## src/verilog/wakeup_pkg.sv

```systemverilog
// constants for the stop-mode periodic wakeup unit
package wakeup_pkg;
  localparam int unsigned CNT_W       = 14;
  localparam logic [13:0] SHORT_COUNT = 14'h0200; // 512 counter clocks
  localparam logic [13:0] LONG_COUNT  = 14'h3fff; // 16,384 counter clocks, terminal value
  localparam logic [13:0] CNT_RESET   = 14'h0000;
  localparam int unsigned LATCH_BIT   = 6;         // position in port a data register
  localparam logic        LATCH_RESET = 1'b0;
  localparam logic        FLAG_RESET  = 1'b0;
endpackage : wakeup_pkg

```

## src/verilog/periodic_wakeup_unit.sv

```systemverilog
// stop-mode periodic wakeup unit with shared keyboard request flag
// Operation
// - periodic wakeup requests while stopped
// - starts automatically on stop entry when enabled
// - counters restart from zero each stop entry
// - idle in run mode
// - idle in wait mode
// - clock keep bit selects counter clock source
// - overflow latches and forwards wakeup request
// - period select one short, zero long
// - latch captures only when request and enabled
// - latch readable as port a bit six
// - acknowledge write or reset clears latch
// - latch readback ignores enable bit
// - serviced via keyboard vector only when enabled
// - short 512, long 16384 counter clocks
// - acknowledge write-only, reads zero
// - pending flag shows keyboard or wakeup pending
module periodic_wakeup_unit
(
  // clock, reset, clock enable
  input  wire logic       clock,
  input  wire logic       rst_n,
  input  wire logic       clk_en,
  // power mode
  input  wire logic       stop_mode,
  input  wire logic       wait_mode,
  // counter clock ticks, one cycle each
  input  wire logic       rc_osc_tick,
  input  wire logic       bus_x2_tick,
  // configuration bits
  input  wire logic       wakeup_irq_enable,
  input  wire logic       clock_keep_in_stop,
  input  wire logic       period_select,
  input  wire logic       keyboard_irq_mask,
  // keyboard side
  input  wire logic       keyboard_request,
  input  wire logic       keyboard_acknowledge,
  // status and requests
  output logic            wakeup_latch,
  output logic [7:0]      port_a_read,
  output logic            ack_read,
  output logic            keyboard_pending_flag,
  output logic            wakeup_request,
  output logic            irq_to_cpu
);
  logic [wakeup_pkg::CNT_W-1:0] count;
  logic                         stop_prev;
  logic                         running;
  logic                         tick;
  logic                         at_end;

  function automatic logic [13:0] end_count(input logic short_sel);
    end_count = short_sel ? (wakeup_pkg::SHORT_COUNT - 14'h0001) : wakeup_pkg::LONG_COUNT;
  endfunction : end_count

  // run only in stop with enable set; wait mode keeps it idle
  // with the enable clear nothing could latch, so the counter stays parked at zero
  assign running = stop_mode && !wait_mode && wakeup_irq_enable;
  // a tick only counts on an enabled edge, so a frozen unit raises no request either
  assign tick    = clk_en && (clock_keep_in_stop ? bus_x2_tick : rc_osc_tick);
  assign at_end  = (count == end_count(period_select));

  // stop-entry edge tracking
  // reset leaves this low, so a reset taken in stop still counts as a fresh entry
  always_ff @(posedge clock)
  begin
    if (!rst_n)
      stop_prev <= 1'b0;
    else if (clk_en)
      stop_prev <= stop_mode;
  end

  // interval counter, cleared on stop entry and outside stop
  // clearing on the way out too means no stale count survives into the next stop
  always_ff @(posedge clock)
  begin
    if (!rst_n)
      count <= wakeup_pkg::CNT_RESET;
    else if (clk_en)
    begin
      if (!running || (stop_mode && !stop_prev))
        count <= wakeup_pkg::CNT_RESET;
      else if (tick)
        count <= at_end ? wakeup_pkg::CNT_RESET : count + 14'h0001;
    end
  end

  // overflow pulse to latch
  assign wakeup_request = running && tick && at_end && stop_prev;

  // wakeup latch: set wins over acknowledge
  always_ff @(posedge clock)
  begin
    if (!rst_n)
      wakeup_latch <= wakeup_pkg::LATCH_RESET;
    else if (clk_en)
    begin
      if (wakeup_request && wakeup_irq_enable)
        wakeup_latch <= 1'b1;
      else if (keyboard_acknowledge)
        wakeup_latch <= 1'b0;
    end
  end

  // shared keyboard pending flag
  always_ff @(posedge clock)
  begin
    if (!rst_n)
      keyboard_pending_flag <= wakeup_pkg::FLAG_RESET;
    else if (clk_en)
    begin
      if (keyboard_request || (wakeup_request && wakeup_irq_enable))
        keyboard_pending_flag <= 1'b1;
      else if (keyboard_acknowledge)
        keyboard_pending_flag <= 1'b0;
    end
  end

  // port a readback: only the latch position carries a value, the rest read zero
  generate
    for (genvar b = 0; b < 8; b++)
    begin : g_port_a
      if (b == wakeup_pkg::LATCH_BIT)
      begin : g_latch
        assign port_a_read[b] = wakeup_latch;
      end
      else
      begin : g_empty
        assign port_a_read[b] = 1'b0;
      end
    end
  endgenerate

  // acknowledge reads back zero; a disabled wakeup never reaches the cpu
  assign ack_read    = 1'b0;
  assign irq_to_cpu  = keyboard_pending_flag && !keyboard_irq_mask
                       && (wakeup_irq_enable || !wakeup_latch || keyboard_request);

  // checks: run and wait modes keep the unit quiet
  idle_in_run_a: assert property (@(posedge clock) disable iff (!rst_n)
    !stop_mode |-> !wakeup_request)
    else $error("request outside stop");
  idle_in_wait_a: assert property (@(posedge clock) disable iff (!rst_n)
    wait_mode |-> !wakeup_request)
    else $error("request in wait");
  count_idle_a: assert property (@(posedge clock) disable iff (!rst_n)
    clk_en && !stop_mode |=> count == wakeup_pkg::CNT_RESET)
    else $error("counter moves in run");
  wait_idle_a: assert property (@(posedge clock) disable iff (!rst_n)
    clk_en && wait_mode |=> count == wakeup_pkg::CNT_RESET)
    else $error("counter moves in wait");

  // checks: counting, clock source and period length
  restart_zero_a: assert property (@(posedge clock) disable iff (!rst_n)
    clk_en && stop_mode && !stop_prev |=> count == 14'h0000)
    else $error("no restart");
  count_step_a: assert property (@(posedge clock) disable iff (!rst_n)
    clk_en && running && stop_prev && tick && !at_end |=> count == $past(count) + 14'h0001)
    else $error("counter missed a tick");
  wrap_zero_a: assert property (@(posedge clock) disable iff (!rst_n)
    wakeup_request |=> count == wakeup_pkg::CNT_RESET)
    else $error("no wrap after request");
  rc_source_a: assert property (@(posedge clock) disable iff (!rst_n)
    clk_en && running && stop_prev && !clock_keep_in_stop && !rc_osc_tick |=> $stable(count))
    else $error("counter moved without rc tick");
  bus_source_a: assert property (@(posedge clock) disable iff (!rst_n)
    clk_en && running && stop_prev && clock_keep_in_stop && !bus_x2_tick |=> $stable(count))
    else $error("counter moved without bus tick");
  short_period_a: assert property (@(posedge clock) disable iff (!rst_n)
    wakeup_request && period_select |-> count == 14'h01ff)
    else $error("short period");
  long_period_a: assert property (@(posedge clock) disable iff (!rst_n)
    wakeup_request && !period_select |-> count == 14'h3fff)
    else $error("long period");

  // checks: wakeup latch and its readback
  latch_set_a: assert property (@(posedge clock) disable iff (!rst_n)
    clk_en && wakeup_request && wakeup_irq_enable |=> wakeup_latch)
    else $error("latch missed");
  latch_hold_a: assert property (@(posedge clock) disable iff (!rst_n)
    !$past(wakeup_irq_enable) && !$past(wakeup_latch) |-> !wakeup_latch)
    else $error("latch no enable");
  latch_clear_a: assert property (@(posedge clock) disable iff (!rst_n)
    clk_en && keyboard_acknowledge && !wakeup_request |=> !wakeup_latch)
    else $error("ack failed");
  reset_clear_a: assert property (@(posedge clock)
    !rst_n |=> !wakeup_latch && !keyboard_pending_flag)
    else $error("reset left a request");
  porta_bit_a: assert property (@(posedge clock) disable iff (!rst_n)
    port_a_read[6] == wakeup_latch && port_a_read[7] == 1'b0 && port_a_read[5:0] == 6'h00)
    else $error("port a bad");

  // checks: shared keyboard flag and acknowledge
  ack_zero_a: assert property (@(posedge clock) disable iff (!rst_n)
    ack_read == 1'b0)
    else $error("ack reads one");
  flag_set_a: assert property (@(posedge clock) disable iff (!rst_n)
    clk_en && keyboard_request |=> keyboard_pending_flag)
    else $error("flag missed");
  flag_wake_a: assert property (@(posedge clock) disable iff (!rst_n)
    clk_en && wakeup_request |=> keyboard_pending_flag)
    else $error("flag missed wakeup");
  flag_clear_a: assert property (@(posedge clock) disable iff (!rst_n)
    clk_en && keyboard_acknowledge && !keyboard_request && !wakeup_request
    |=> !keyboard_pending_flag)
    else $error("flag not cleared");

  // checks: interrupt towards the cpu
  irq_mask_a: assert property (@(posedge clock) disable iff (!rst_n)
    keyboard_irq_mask |-> !irq_to_cpu)
    else $error("masked irq");
  irq_off_a: assert property (@(posedge clock) disable iff (!rst_n)
    !wakeup_irq_enable && wakeup_latch && !keyboard_request |-> !irq_to_cpu)
    else $error("disabled wakeup reached cpu");
  irq_on_a: assert property (@(posedge clock) disable iff (!rst_n)
    keyboard_pending_flag && !keyboard_irq_mask && wakeup_irq_enable |-> irq_to_cpu)
    else $error("enabled request not raised");

  // checks: a low clock enable freezes every register
  freeze_hold_a: assert property (@(posedge clock) disable iff (!rst_n)
    !clk_en |=> $stable(count) && $stable(stop_prev) && $stable(wakeup_latch)
    && $stable(keyboard_pending_flag))
    else $error("state moved while frozen");

  // main scenarios
  wake_cov: cover property (@(posedge clock) wakeup_request && wakeup_irq_enable);
  ack_cov: cover property (@(posedge clock) wakeup_latch ##1 keyboard_acknowledge ##1 !wakeup_latch);
  irq_cov: cover property (@(posedge clock) irq_to_cpu && wakeup_latch);
  long_cov: cover property (@(posedge clock) wakeup_request && !period_select);
  bus_cov: cover property (@(posedge clock) wakeup_request && clock_keep_in_stop);
endmodule : periodic_wakeup_unit

```

## config.mk

```make
export PLATFORM = sky130hd
export DESIGN_NAME = periodic_wakeup_unit
export DESIGN_NICKNAME = d
export VERILOG_FILES = /design/src/verilog/wakeup_pkg.sv /design/src/verilog/periodic_wakeup_unit.sv
export SDC_FILE = /design/constraint.sdc
export NUM_CORES = 1
export LEC_CHECK = 0
export ABC_AREA = 1
export CORE_MARGIN = 4
export CORE_UTILIZATION = 45
export DETAILED_ROUTE_END_ITERATION = 12
export DONT_BUFFER_PORTS = 1
export SLEW_MARGIN = 20
export SYNTH_ARGS = -nofsm -noshare
export SYNTH_HDL_FRONTEND = slang
export SYNTH_SLANG_ARGS = --single-unit
```

## constraint.sdc

```tcl
create_clock -name clock -period 1.4 [get_ports clock]
set_input_delay 0.07 -clock clock [delete_from_list [all_inputs] [get_ports clock]]
set_output_delay 0.07 -clock clock [all_outputs]
set_load 0.01 [all_outputs]
```

# == Word-level counts from Yosys, hierarchy flattened ==
# Index checks and enable logic that the tools add are counted.
# op_classes
addsub,1
eq_ne,1
muxes,8
n_reduce_logical,25
# ops
op,n
$mux 14,4
$add 14x1->14 const B,1
$eq 14x14->1,1
$logic_and 1x1->1,10
$reduce_and 2->1,3
$reduce_bool 2->1,3
$logic_not 1->1,5
$logic_or 1x1->1,4
$mux 1,4
# word_totals
reg_bits,17
output_inout_bits,13
elab_cells,39

# == Depth between registers and ports, before layout ==
# Gate-level depths: netlist of run 1.
# depth
depth_word,10
mapped_depth,10

# == Least setup slack after synthesis of run 1 ==
# OpenSTA, ideal clock, no wires.
# synth_timing
path_type,reg2reg
start,reg count[0] (netlist bit)
end,reg count[9] (netlist bit)
setup_time_ns,0.109
t_arrival_ns,1.208
required_ns,1.291
path_slack_ns,0.084
path_stages_with_launch,11
path_buffers,0
period_less_slack_ns,1.316
path_cell_list,dfxtp_1 -> ha_1 -> nand2_1 -> nor2_2 -> nand2_2 -> nor2_4 -> nand2_4 -> nand3_1 -> nand3_1 -> nand2_1 -> inv_1
# synth_between
elab_chain_len,4
elab_cells_between_ends,5
classes_between,1 x add/sub; 1 x eq/ne; 3 x mux
# synth_rtl
item,line,rtl
start: declaration,periodic_wakeup_unit.sv:47,logic [wakeup_pkg::CNT_W-1:0] count;
start signal: assignment,periodic_wakeup_unit.sv:79,count <= wakeup_pkg::CNT_RESET;
start signal: assignment,periodic_wakeup_unit.sv:83,count <= wakeup_pkg::CNT_RESET;
start signal: assignment,periodic_wakeup_unit.sv:85,count <= at_end ? wakeup_pkg::CNT_RESET : count + 14'h0001;
$add 14x1->14 / $eq 14x14->1 (equally long branches),"periodic_wakeup_unit.sv:85, periodic_wakeup_unit.sv:62",
$mux 14 (*),periodic_wakeup_unit.sv:85,
$mux 14 (*),periodic_wakeup_unit.sv:84,else if (tick)
$mux 14 (*),periodic_wakeup_unit.sv:82,if (!running || (stop_mode && !stop_prev))
# Every way passes the cells marked *; elsewhere a longest branch is shown, timed or not. The select of a mux whose other input is x is not followed.
# A chain may end at the register's enable or synchronous reset.

# == Worst setup path after layout of run 1 ==
# layout_timing
start,reg count[0] (netlist bit)
end,out wakeup_request
# layout_between
elab_chain_len,3
# layout_rtl
item,line,rtl
$eq 14x14->1,periodic_wakeup_unit.sv:62,assign at_end = (count == end_count(period_select));
$logic_and 1x1->1 (2 in series),periodic_wakeup_unit.sv:90,assign wakeup_request = running && tick && at_end && stop_prev;
end: declaration,periodic_wakeup_unit.sv:44,"output logic wakeup_request,"
# Every way passes these cells.

==> summary.md, run 1 <==
| Metric | Value |
|---|---|
| Number of primary I/O pins | `26` |
| Max-capacitance violation count | `0` |
| Cell-by-cell trace of the critical path | `ha_4 -> nand2_4 -> nor2_4 -> nand2_2 -> nor2_4 -> nand2_4 -> inv_2 -> nand2_2 -> inv_2` |
| Weighted congestion reported at the end of routability-driven placement | `0.8487` |
| Count of nets after finishing | `219` |
| Worst reg2reg path startpoint | `count[0]` |
| Max-slew violations | `0` |
| Mean instance size in the synthesized netlist | `6.371 um^2` |
| First-pass GRT wire length | `4616 um` |
| Total overflow reported by the global router | `0` |
| Worst flop-to-flop path endpoint | `count[12]` |
| Detail-routed net length per standard cell | `12.78 um` |
| Clock Sink Count | `17` |
| Termination of the worst setup path | `wakeup_request` |
| Placed wire-length estimate | `1881 um` |
| Final setup viols | `9` |
| Leakage component of the power | `0.6126 nW` |
| Final Worst Setup Slack | `-0.09455 ns` |
| Power Dens Cells | `580.1 nW/um^2` |
| Largest stage delay, worst path | `0.37 ns` |
| Cell area reported after detailed placement | `1174 um^2` |
| Largest clock skew in the final design | `0.001757 ns` |
| Relative contribution of the clock network to total power | `0.316` |
| Slowest stage cell, crit path | `sky130_fd_sc_hd__dfxtp_2` |
| Leading cell types in the layout, fill and taps excluded | `sky130_fd_sc_hd__nand2_1, sky130_fd_sc_hd__nor2_1, sky130_fd_sc_hd__buf_4, sky130_fd_sc_hd__inv_1, sky130_fd_sc_hd__dfxtp_1` |
| Violations in the final reports | `setup timing` |
| Total length of routed wires | `2966 um` |
| DRT antenna net count | `0` |
| Logic gate share of total power | `0.111` |
| Type of the most critical hold path | `in -> reg` |
| Count of input and output buffers | `0` |
| Max Fanout on Critical Path | `5` |
| Setup crit start | `count[0]` |
| Sequential Power Share | `0.573` |
| Fraction of final layout cells sized beyond drive strength 1 | `0.3480` |
| Library cell used as clock root buffer | `sky130_fd_sc_hd__clkbuf_4` |
| Status | `complete, but fails checks` |
| Std-Cell Rows | `17` |
| Sw frac | `0.2656` |
| Unrepaired setup endpoints after global routing | `yes` |
| Critical Path Start Type | `flop` |
| Reg2Reg Setup Slack | `-0.04 ns` |
| Via count of the first global-routing pass | `1101` |
| Final Instance Area | `1471 um^2` |
| H-tree depth | `1` |
| Data required time of the worst path | `1.33 ns` |
| Worst reg-to-reg path cell count | `10` |
| Worst setup EP type | `output pin` |
| GR Util All Layers | `0.1750` |
| Effective utilization at floorplan | `0.4871` |
| Core Area | `2276 um^2` |
| Total buffers and inverters traversed by the critical path | `2` |
| Die Y-Extent | `57.64 um` |
| Post-synthesis sequential element count | `17` |
| Ant diodes | `0` |
| Endpoint arrival time on the critical path | `1.42 ns` |
| Clock tree from TritonCTS | `yes` |
| Filler cell count in the final layout | `197` |
| Sequential fraction of the synthesis area | `0.3070` |
| Clock latency of the later-clocked register in the worst-skew pair | `0.29 ns` |
| Die W | `57.64 um` |
| P_int | `0.0006269 W` |
| Final hold violations | `0` |
| Post-route fraction of the period consumed by the critical path | `1.068` |
| Residual DRC | `0` |
| Critical Setup Path Class | `reg -> out` |
| Routed vias/inst | `4.953` |
| Final-layout setup total negative slack | `-0.2998 ns` |
| Synth-to-layout area growth | `32.73%` |
| Minimum clock period after layout | `1.495 ns` |
| Maximum number of pins on one net before global-route repair | `16` |
| Smallest hold slack | `0.03447 ns` |
| Most frequent standard cell in the layout excluding fill and tap cells | `sky130_fd_sc_hd__nand2_1` |
| Cts bufs inserted | `3` |
| Family with the most delay on the worst path | `simple AND/OR/NAND/NOR gates` |
| Antenna violations before repair | `0` |
| Vias after detailed routing | `1149` |
| Total die area | `3322 um^2` |
| DR pass1 iterations | `4` |
| Number of synthesis warnings | `0` |
| Maximum VDD drop | `465.2 uV` |
| Final core utilization | `0.6465` |
| Sw Pwr | `0.0002268 W` |
| Netlist cell types | `25` |
| Critical Path Stages | `9` |
| Iter 0 DRT Violations | `30` |
| Max clock buf depth | `2` |
| F_max | `669.1 MHz` |
| Post-synthesis cell area | `1109 um^2` |
| Gate Count Post-Synth | `174` |
| Clock input transition at the sequential cells of the worst setup and hold paths | `0.10 ns` |
-- sequential cells by signal, summed over array words and instances (netlist names) --
name / flops
count: 14
keyboard_pending_flag: 1
stop_prev: 1
wakeup_latch: 1
-- synth_stat cells --
cell type	count	area share
sky130_fd_sc_hd__conb_1	1	0.0034
sky130_fd_sc_hd__or3b_2	1	0.0079
sky130_fd_sc_hd__nand2_4	1	0.010
sky130_fd_sc_hd__xor2_1	2	0.016
sky130_fd_sc_hd__o21ai_1	1	0.0045
sky130_fd_sc_hd__nand2_2	4	0.023
sky130_fd_sc_hd__nor2_4	4	0.041
sky130_fd_sc_hd__nand4_1	6	0.034
sky130_fd_sc_hd__ha_1	1	0.011
sky130_fd_sc_hd__inv_1	19	0.064
sky130_fd_sc_hd__o21ai_0	5	0.023
sky130_fd_sc_hd__nand2_1	46	0.16
sky130_fd_sc_hd__a21oi_1	9	0.041
sky130_fd_sc_hd__buf_6	1	0.010
sky130_fd_sc_hd__nand3b_1	1	0.0068
sky130_fd_sc_hd__buf_4	9	0.061
sky130_fd_sc_hd__dfxtp_1	17	0.31
sky130_fd_sc_hd__nor3_1	1	0.0045
sky130_fd_sc_hd__o21ai_2	1	0.0079
sky130_fd_sc_hd__clkinv_1	1	0.0034
sky130_fd_sc_hd__nand3_1	10	0.045
sky130_fd_sc_hd__a31oi_1	3	0.017
sky130_fd_sc_hd__nor2_1	26	0.088
sky130_fd_sc_hd__nor2_2	1	0.0056
sky130_fd_sc_hd__inv_2	3	0.010
-- logic make-up (layout without fill, tap and decap cells) --
| logic type | after synthesis | after routing | synth area share |
|---|---|---|---|
| xor+xnor | 2 | 2 | 0.01580 |
| compound gates | 19 | 19 | 0.09254 |
| fa+ha+maj | 1 | 1 | 0.01128 |
| simple gates | 101 | 101 | 0.4210 |
| flops | 17 | 17 | 0.3070 |
| buf+inv | 33 | 56 | 0.1490 |
| other cells | 1 | 8 | 0.003383 |
-- layer usage --
metal | wire length, um | vias up | track usage
met1 | 1300 | 525 | 0.2209
met2 | 1494 | 23 | 0.2952
met3 | 103 | 8 | 0.02673
li1 | - | 593 | -
met4 | 67 | 0 | 0.07285
met5 | 0 | - | 0
-- stage by stage --
stage                     worst slack, ns  instances  total power (W)
after global placement            0.03168        210        0.0005692
final                            -0.09455        232        0.0008536
after global routing              -0.1622        232        0.0008854
after detailed placement         -0.03425        210        0.0005693
after CTS                        -0.08797        230        0.0008493
after floorplan                   0.08356        181        0.0005763
-- how the worst min path moves through the flow --
stage / startpoint / cells after the start / to / slack [ns]
2_1_floorplan: rst_n / 2 / count[7] / 0.19
3_3_place_gp: rst_n / 2 / count[8] / 0.20
3_5_place_dp: rst_n / 2 / count[8] / 0.20
4_1_cts: rst_n / 2 / count[1] / 0.03
5_1_grt: rst_n / 2 / wakeup_latch / 0.04
6_report: rst_n / 2 / wakeup_latch / 0.03
-- area by class of cell --
class                           count  area (um^2)  area share
Tap cell                           28        35.03     0.02381
Sequential cell                    17        351.6      0.2389
Clock buffer                        4        26.28     0.01786
Inverter                           23        86.33     0.05867
Timing Repair Buffer               29        247.7      0.1684
Multi-Input combinational cell    131        724.4      0.4923
-- repair_timing --
| action | 4_1_cts | 5_1_grt |
|---|---|---|
| endpoints found under the setup margin | 5 | 14 |
| pin swaps | 9 | 17 |
| hold endpoints to repair | 10 | 0 |
| setup buffers | 10 | 4 |
| gates resized for setup | 11 | 31 |
| hold buffers | 6 | 0 |
-- power groups by stage --
stage / clock network, W / logic, W / registers (W)
final: 0.000270 / 0.0000948 / 0.000489
after global routing: 0.000293 / 0.000102 / 0.000490
after CTS: 0.000272 / 0.0000862 / 0.000491
after detailed placement: 0 / 0.0000672 / 0.000502
after global placement: 0 / 0.0000672 / 0.000502
after floorplan: 0 / 0.0000751 / 0.000501
No activity file was read; power rests on OpenSTA's default activity.
==> run 2, diff against run 1 <==
- CORE_UTILIZATION: 45 -> 55
- MAX_ROUTING_LAYER: not set -> met4
- PLACE_DENSITY: not set -> 0.73
==> run 2 against run 1 <==
  * The run still ends with setup timing left
  * Core utilization grew 14 points
  * Sequential share of layout area grew 0.62 points
  * Die area shrank 16%
  * Via count grew 4.1%
  * Sequential power is essentially flat
  * First-iteration DRC count grew 6.7%
  * Critical path type unchanged
  * Largest cell class unchanged
  * Highest routed layer unchanged
==> summary.md, run 2 (synthesis results as in run 1) <==
| Metric | Value |
|---|---|
| Worst reg-to-reg path cell count | `11` |
| Max clock buf depth | `2` |
| Flip-flop count of the largest register, all copies and words added | `14` |
| Clock tree from TritonCTS | `yes` |
| Slowest stage cell, crit path | `sky130_fd_sc_hd__dfxtp_2` |
| Violations in the final reports | `setup timing` |
| Vias after detailed routing | `1196` |
| Max-capacitance violation count | `0` |
| Effective utilization at floorplan | `0.6089` |
| Largest clock skew in the final design | `0.005012 ns` |
| Maximum VDD drop | `697.2 uV` |
| Final Worst Setup Slack | `-0.08133 ns` |
| Antenna violations before repair | `0` |
| DRT antenna net count | `0` |
| Multi-input combinational cell area | `730.7 um^2` |
| Leakage component of the power | `0.6035 nW` |
| Residual DRC | `0` |
| Number of primary I/O pins | `26` |
| Total buffers and inverters traversed by the critical path | `2` |
| Max Fanout on Critical Path | `3` |
| Relative contribution of the clock network to total power | `0.318` |
| First-pass GRT wire length | `4781 um` |
| Register area | `349.1 um^2` |
| Status | `complete, but fails checks` |
| Count of input and output buffers | `0` |
| GR Util All Layers | `0.2361` |
| Max-slew violations | `0` |
| Power Dens Cells | `618.7 nW/um^2` |
| Clock Sink Count | `17` |
| Library cell used as clock root buffer | `sky130_fd_sc_hd__clkbuf_4` |
| Worst reg2reg path startpoint | `count[1]` |
| Clock input transition at the sequential cells of the worst setup and hold paths | `0.10 ns` |
| Total length of routed wires | `3082 um` |
| Unrepaired setup endpoints after global routing | `yes` |
| Sw frac | `0.2766` |
| Sequential Power Share | `0.556` |
| Ant diodes | `0` |
| Data required time of the worst path | `1.33 ns` |
| Filler cell count in the final layout | `139` |
| Clock latency of the later-clocked register in the worst-skew pair | `0.31 ns` |
| Iter 0 DRT Violations | `32` |
| Hold EP | `wakeup_latch` |
| Die W | `52.90 um` |
| Via count of the first global-routing pass | `1080` |
| Minimum clock period after layout | `1.481 ns` |
| Routed vias/inst | `5.339` |
| Std-Cell Rows | `15` |
| Synth-to-layout area growth | `28.44%` |
| Hold_sp | `rst_n` |
| Reg2Reg Setup Slack | `-0.04 ns` |
| DR pass1 iterations | `4` |
| H-tree depth | `1` |
| Die Y-Extent | `52.90 um` |
| Hold path cells | `2` |
| Largest stage delay, worst path | `0.37 ns` |
| Fraction of final layout cells sized beyond drive strength 1 | `0.3166` |
| Most flop-heavy register | `count` |
| Logic gate share of total power | `0.126` |
| Critical Path Start Type | `flop` |
| Most frequent standard cell in the layout excluding fill and tap cells | `sky130_fd_sc_hd__nand2_1` |
| Endpoint arrival time on the critical path | `1.41 ns` |
| Type of the most critical hold path | `in -> reg` |
| Count of nets after finishing | `214` |
| Sw Pwr | `0.0002436 W` |
| Placed wire-length estimate | `1877 um` |
| Post-route fraction of the period consumed by the critical path | `1.058` |
| Worst flop-to-flop path endpoint | `count[9]` |
| Total overflow reported by the global router | `0` |
| Worst setup EP type | `output pin` |
| Maximum number of pins on one net before global-route repair | `16` |
| Core Area | `1821 um^2` |
| Cts bufs inserted | `3` |
| F_max | `675.1 MHz` |
| Final hold violations | `0` |
| Final setup viols | `2` |
| Cell-by-cell trace of the critical path | `ha_4 -> nand2_4 -> nor2_4 -> nand2_2 -> nor2_4 -> nand2_4 -> inv_2 -> nand2_2 -> inv_2` |
| Critical Setup Path Class | `reg -> out` |
| Leading cell types in the layout, fill and taps excluded | `sky130_fd_sc_hd__nand2_1, sky130_fd_sc_hd__nor2_1, sky130_fd_sc_hd__buf_4, sky130_fd_sc_hd__inv_1, sky130_fd_sc_hd__dfxtp_1` |
| P_int | `0.0006373 W` |
| Weighted congestion reported at the end of routability-driven placement | `0.8537` |
| Detail-routed net length per standard cell | `13.76 um` |
| Final core utilization | `0.7821` |
| Family with the most delay on the worst path | `simple AND/OR/NAND/NOR gates` |
| PnR Total Power | `0.0008810 W` |
| Smallest hold slack | `0.01357 ns` |
| Total die area | `2798 um^2` |
## run 2: final cells by class
cell class / instances / area share
clock buffer: 4 / 0.01845
inverter: 23 / 0.06063
tap: 25 / 0.02197
timing repair buffer: 24 / 0.1406
multi-input combinational: 131 / 0.5132
sequential: 17 / 0.2452
## run 2: worst max-delay path by stage
stage	end	cells past startpoint	from
2_1_floorplan	count[9]	10	count[0]
3_3_place_gp	count[9]	10	count[0]
3_5_place_dp	count[3]	10	count[1]
4_1_cts	wakeup_request	9	count[0]
5_1_grt	wakeup_request	8	count[10]
6_report	wakeup_request	9	count[1]
## run 2: repair_timing
action,4_1_cts,5_1_grt
endpoints found under the setup margin,7,17
pin swaps,2,15
hold buffers,5,0
setup buffers,3,7
resized for setup,10,28
hold endpoints to repair,10,0
## run 2: stage by stage
stage               setup TNS (ns)  setup slack [ns]  cells  instance area (um^2)
floorplan                        0           0.08356    181                  1135
global placement                 0           0.06687    205                  1155
detailed placement        -0.05605          -0.02089    205                  1155
CTS                        -0.3537           -0.1065    217                  1285
global route                -1.073           -0.1735    224                  1424
finish                     -0.1211          -0.08133    224                  1424
## run 2: worst register-to-register path, stage by stage (launching register included)
cell,delay (ns)
sky130_fd_sc_hd__dfxtp_2,0.37
sky130_fd_sc_hd__buf_4,0.12
sky130_fd_sc_hd__buf_4,0.12
sky130_fd_sc_hd__nand2_2,0.07
sky130_fd_sc_hd__nor2_4,0.14
sky130_fd_sc_hd__buf_6,0.14
sky130_fd_sc_hd__nand2_4,0.06
sky130_fd_sc_hd__nor2_4,0.10
sky130_fd_sc_hd__a21oi_2,0.06
sky130_fd_sc_hd__nor2_1,0.11
sky130_fd_sc_hd__nand2_1,0.07
sky130_fd_sc_hd__inv_1,0.05
## run 2: power by group through the flow
stage / clock, W / sequential, W / combinational, W
6_report: 0.000280 / 0.000489 / 0.000111
5_1_grt: 0.000302 / 0.000490 / 0.000121
4_1_cts: 0.000273 / 0.000491 / 0.0000835
3_5_place_dp: 0 / 0.000502 / 0.0000680
3_3_place_gp: 0 / 0.000502 / 0.0000669
2_1_floorplan: 0 / 0.000501 / 0.0000751
## run 2: per-layer routing
layer / share of wire / track usage
met1: 0.40 / 0.2749
met2: 0.51 / 0.4215
met3: 0.069 / 0.05070
met4: 0.015 / 0.03830
met5: 0 / -
==> run 3, diff against run 2 <==
- ABC_AREA: 1 -> not set
- SLEW_MARGIN: 20 -> 15
==> run 3 against run 2 <==
  * The run still ends with setup timing left
  * Register-to-register slack got worse by 0.35 ns
  * Routed wire length rose by 7.0%
  * Critical path depth did not move
  * Count of clock-buffer cells in the layout is the same
  * Via count fell by 3.0%
==> summary.md, run 3 <==
| Metric | Value |
|---|---|
| Status | `complete, but fails checks` |
| Violations in the final reports | `setup timing` |
| Multi-input combinational cell area | `742.0 um^2` |
| Worst slack after detailed placement | `-0.2670 ns` |
| Leading cell types in the layout, fill and taps excluded | `sky130_fd_sc_hd__buf_4, sky130_fd_sc_hd__nand2_1, sky130_fd_sc_hd__dfxtp_1, sky130_fd_sc_hd__nor2_1, sky130_fd_sc_hd__nand3_1` |
| Count of input and output buffers | `0` |
| Synth async-reset ratio | `0` |
| M1 wire length | `1249 um` |
| Worst reg-to-reg path cell count | `9` |
| DR pass1 iterations | `4` |
| Maximum VDD drop | `724.3 uV` |
| Clock Sink Count | `17` |
| First-pass GRT wire length | `5209 um` |
| Clock input transition at the sequential cells of the worst setup and hold paths | `0.11 ns` |
| Clock tree from TritonCTS | `yes` |
| Unrepaired setup endpoints after global routing | `yes` |
| Std-Cell Rows | `15` |
| Routed vias/inst | `6.010` |
| Count of nets after finishing | `183` |
| DRT antenna net count | `0` |
| Die W | `51.56 um` |
| Register area | `354.1 um^2` |
| Final hold violations | `0` |
| Leakage component of the power | `0.5780 nW` |
| Main area contributors after synthesis | `sky130_fd_sc_hd__dfxtp_1, sky130_fd_sc_hd__buf_4, sky130_fd_sc_hd__nand3_1, sky130_fd_sc_hd__nand2_1, sky130_fd_sc_hd__nor2_1` |
| Top Layer Used | `met4` |
| Detail-routed net length per standard cell | `17.08 um` |
| GR Util All Layers | `0.2674` |
| Largest clock skew in the final design | `0.005301 ns` |
| Ant diodes | `0` |
| Effective utilization at floorplan | `0.5915` |
| Post-synthesis sequential element count | `17` |
| Critical Path Start Type | `flop` |
| F_max | `557.4 MHz` |
| Via count of the first global-routing pass | `1168` |
| Clock latency of the later-clocked register in the worst-skew pair | `0.30 ns` |
| Type of the most critical hold path | `in -> reg` |
| Hold EP | `keyboard_pending_flag` |
| Most flop-heavy register | `count` |
| Data required time of the worst path | `1.63 ns` |
| Netlist cell types | `39` |
| Total die area | `2658 um^2` |
| Final core utilization | `0.8454` |
| Metal2 WL | `1757 um` |
| Ys flop type | `sky130_fd_sc_hd__dfxtp_1` |
| Critical Setup Path Class | `reg -> reg` |
| Max Fanout on Critical Path | `7` |
| Mean instance size in the synthesized netlist | `7.905 um^2` |
| Die Y-Extent | `51.56 um` |
| Share of the synthesized area in the top cell type | `0.3261` |
| Sequential fraction of the synthesis area | `0.3261` |
| Max clock buf depth | `2` |
| Post-route fraction of the period consumed by the critical path | `1.282` |
| Residual DRC | `0` |
| Vias after detailed routing | `1160` |
| Final setup viols | `16` |
| Met3 WL | `154 um` |
| Fraction of final layout cells sized beyond drive strength 1 | `0.3869` |
| Most numerous cell types in the synthesized netlist | `sky130_fd_sc_hd__dfxtp_1, sky130_fd_sc_hd__nand2_1, sky130_fd_sc_hd__nand3_1` |
| Synth-to-layout area growth | `42.93%` |
| Antenna violations before repair | `0` |
| Final Worst Setup Slack | `-0.3941 ns` |
| Max-slew violations | `0` |
| Maximum number of pins on one net before global-route repair | `14` |
| Filler cell count in the final layout | `106` |
| Worst flop-to-flop path endpoint | `count[9]` |
| Total overflow reported by the global router | `0` |
| Core Area | `1764 um^2` |
| Number of primary I/O pins | `26` |
| Number of synthesis warnings | `0` |
| Smallest hold slack | `0.03324 ns` |
| Worst reg2reg path startpoint | `count[0]` |
| Weighted congestion reported at the end of routability-driven placement | `0.8253` |
| Gate Count Post-Synth | `132` |
| Count of flip-flops with a built-in enable after synthesis | `0` |
| Worst setup EP type | `flop` |
| Reg2Reg Setup Slack | `-0.39 ns` |
| Max-capacitance violation count | `0` |
| H-tree depth | `1` |
| Flip-flop count of the largest register, all copies and words added | `14` |
| Library cell used as clock root buffer | `sky130_fd_sc_hd__clkbuf_4` |
| Iter 0 DRT Violations | `26` |
| Total length of routed wires | `3297 um` |
| Placed wire-length estimate | `1917 um` |
| Hold path cells | `2` |
| Most frequent standard cell in the layout excluding fill and tap cells | `sky130_fd_sc_hd__buf_4` |
| Power Dens Cells | `575.6 nW/um^2` |
| Hold_sp | `clk_en` |
| Most frequent cell after synthesis | `sky130_fd_sc_hd__dfxtp_1` |
| Endpoint arrival time on the critical path | `2.03 ns` |
| Cts bufs inserted | `3` |
| Post-synthesis cell area | `1044 um^2` |
| Minimum clock period after layout | `1.794 ns` |
| Cell taking the most area after synthesis | `sky130_fd_sc_hd__dfxtp_1` |
-- run 3: cell types whose count changed in the layout (fill, tap and decap cells not counted), sizes merged, moves of 4 or more --
cell	before	now
nand2	51	16
inv	22	1
nor2	31	11
buf	19	37
nand4	6	2
or4	0	4
-- run 3: worst max path at each step --
| stage | startpoint | slack, ns | endpoint |
|---|---|---|---|
| 2_1_floorplan | count[0] | -0.35 | count[10] |
| 3_3_place_gp | count[1] | -0.24 | count[10] |
| 3_5_place_dp | count[1] | -0.27 | count[10] |
| 4_1_cts | count[0] | -0.32 | wakeup_request |
| 5_1_grt | count[1] | -0.47 | count[10] |
| 6_report | count[0] | -0.39 | count[9] |
-- run 3: report_power, final --
group / total (W) / internal (W) / switching (W)
Combinational: 0.0000923 / 0.0000361 / 0.0000562
Clock: 0.000281 / 0.000111 / 0.000170
Sequential: 0.000485 / 0.000481 / 0.00000397
Total: 0.000858 / 0.000628 / 0.000230
-- run 3: per-stage QoR --
step,power [W],cells,area [um^2],TNS [ns]
after floorplan,0.0005637,139,1109,-2.378
after global placement,0.0005626,180,1270,-1.284
final,0.0008584,193,1491,-4.440
after CTS,0.0008469,190,1408,-3.568
after detailed placement,0.0005650,180,1270,-1.928
after global routing,0.0008828,193,1491,-5.464
-- run 3: final cells by class --
type / count / area share
well taps: 25 / 0.02097
multi-input cells: 106 / 0.4975
inverters: 1 / 0.002517
clock buffers: 4 / 0.01762
repair buffers: 40 / 0.2240
flip-flops and latches: 17 / 0.2374
-- run 3: critical path, stage by stage, from the launching register on --
cell                       delay [ns]
sky130_fd_sc_hd__dfxtp_4         0.37
sky130_fd_sc_hd__ha_4            0.16
sky130_fd_sc_hd__and3_4          0.17
sky130_fd_sc_hd__and3_4          0.20
sky130_fd_sc_hd__buf_4           0.14
sky130_fd_sc_hd__a211oi_4        0.27
sky130_fd_sc_hd__buf_6           0.17
sky130_fd_sc_hd__buf_4           0.11
sky130_fd_sc_hd__nand2_2         0.03
sky130_fd_sc_hd__a31oi_1         0.11
-- run 3: what timing repair did --
action	4_1_cts	5_1_grt
resized for setup	14	15
endpoints found under the hold margin	6	0
buffers inserted	4	4
hold buffers	3	0
pin swaps	14	8
setup endpoints to repair	17	17
-- run 3: cells by family after synthesis --
family / share of synthesized area
compound gates: 0.1918
mux: 0.02998
flops: 0.3261
other cells: 0.003594
fa+ha+maj: 0.01199
simple gates: 0.3369
buf+inv: 0.09951
-- run 3: metal layers --
metal,GRT usage,vias to the layer above
met5,-,-
met4,0.1441,0
met3,0.04298,15
met2,0.4661,54
met1,0.2900,553
li1,-,538
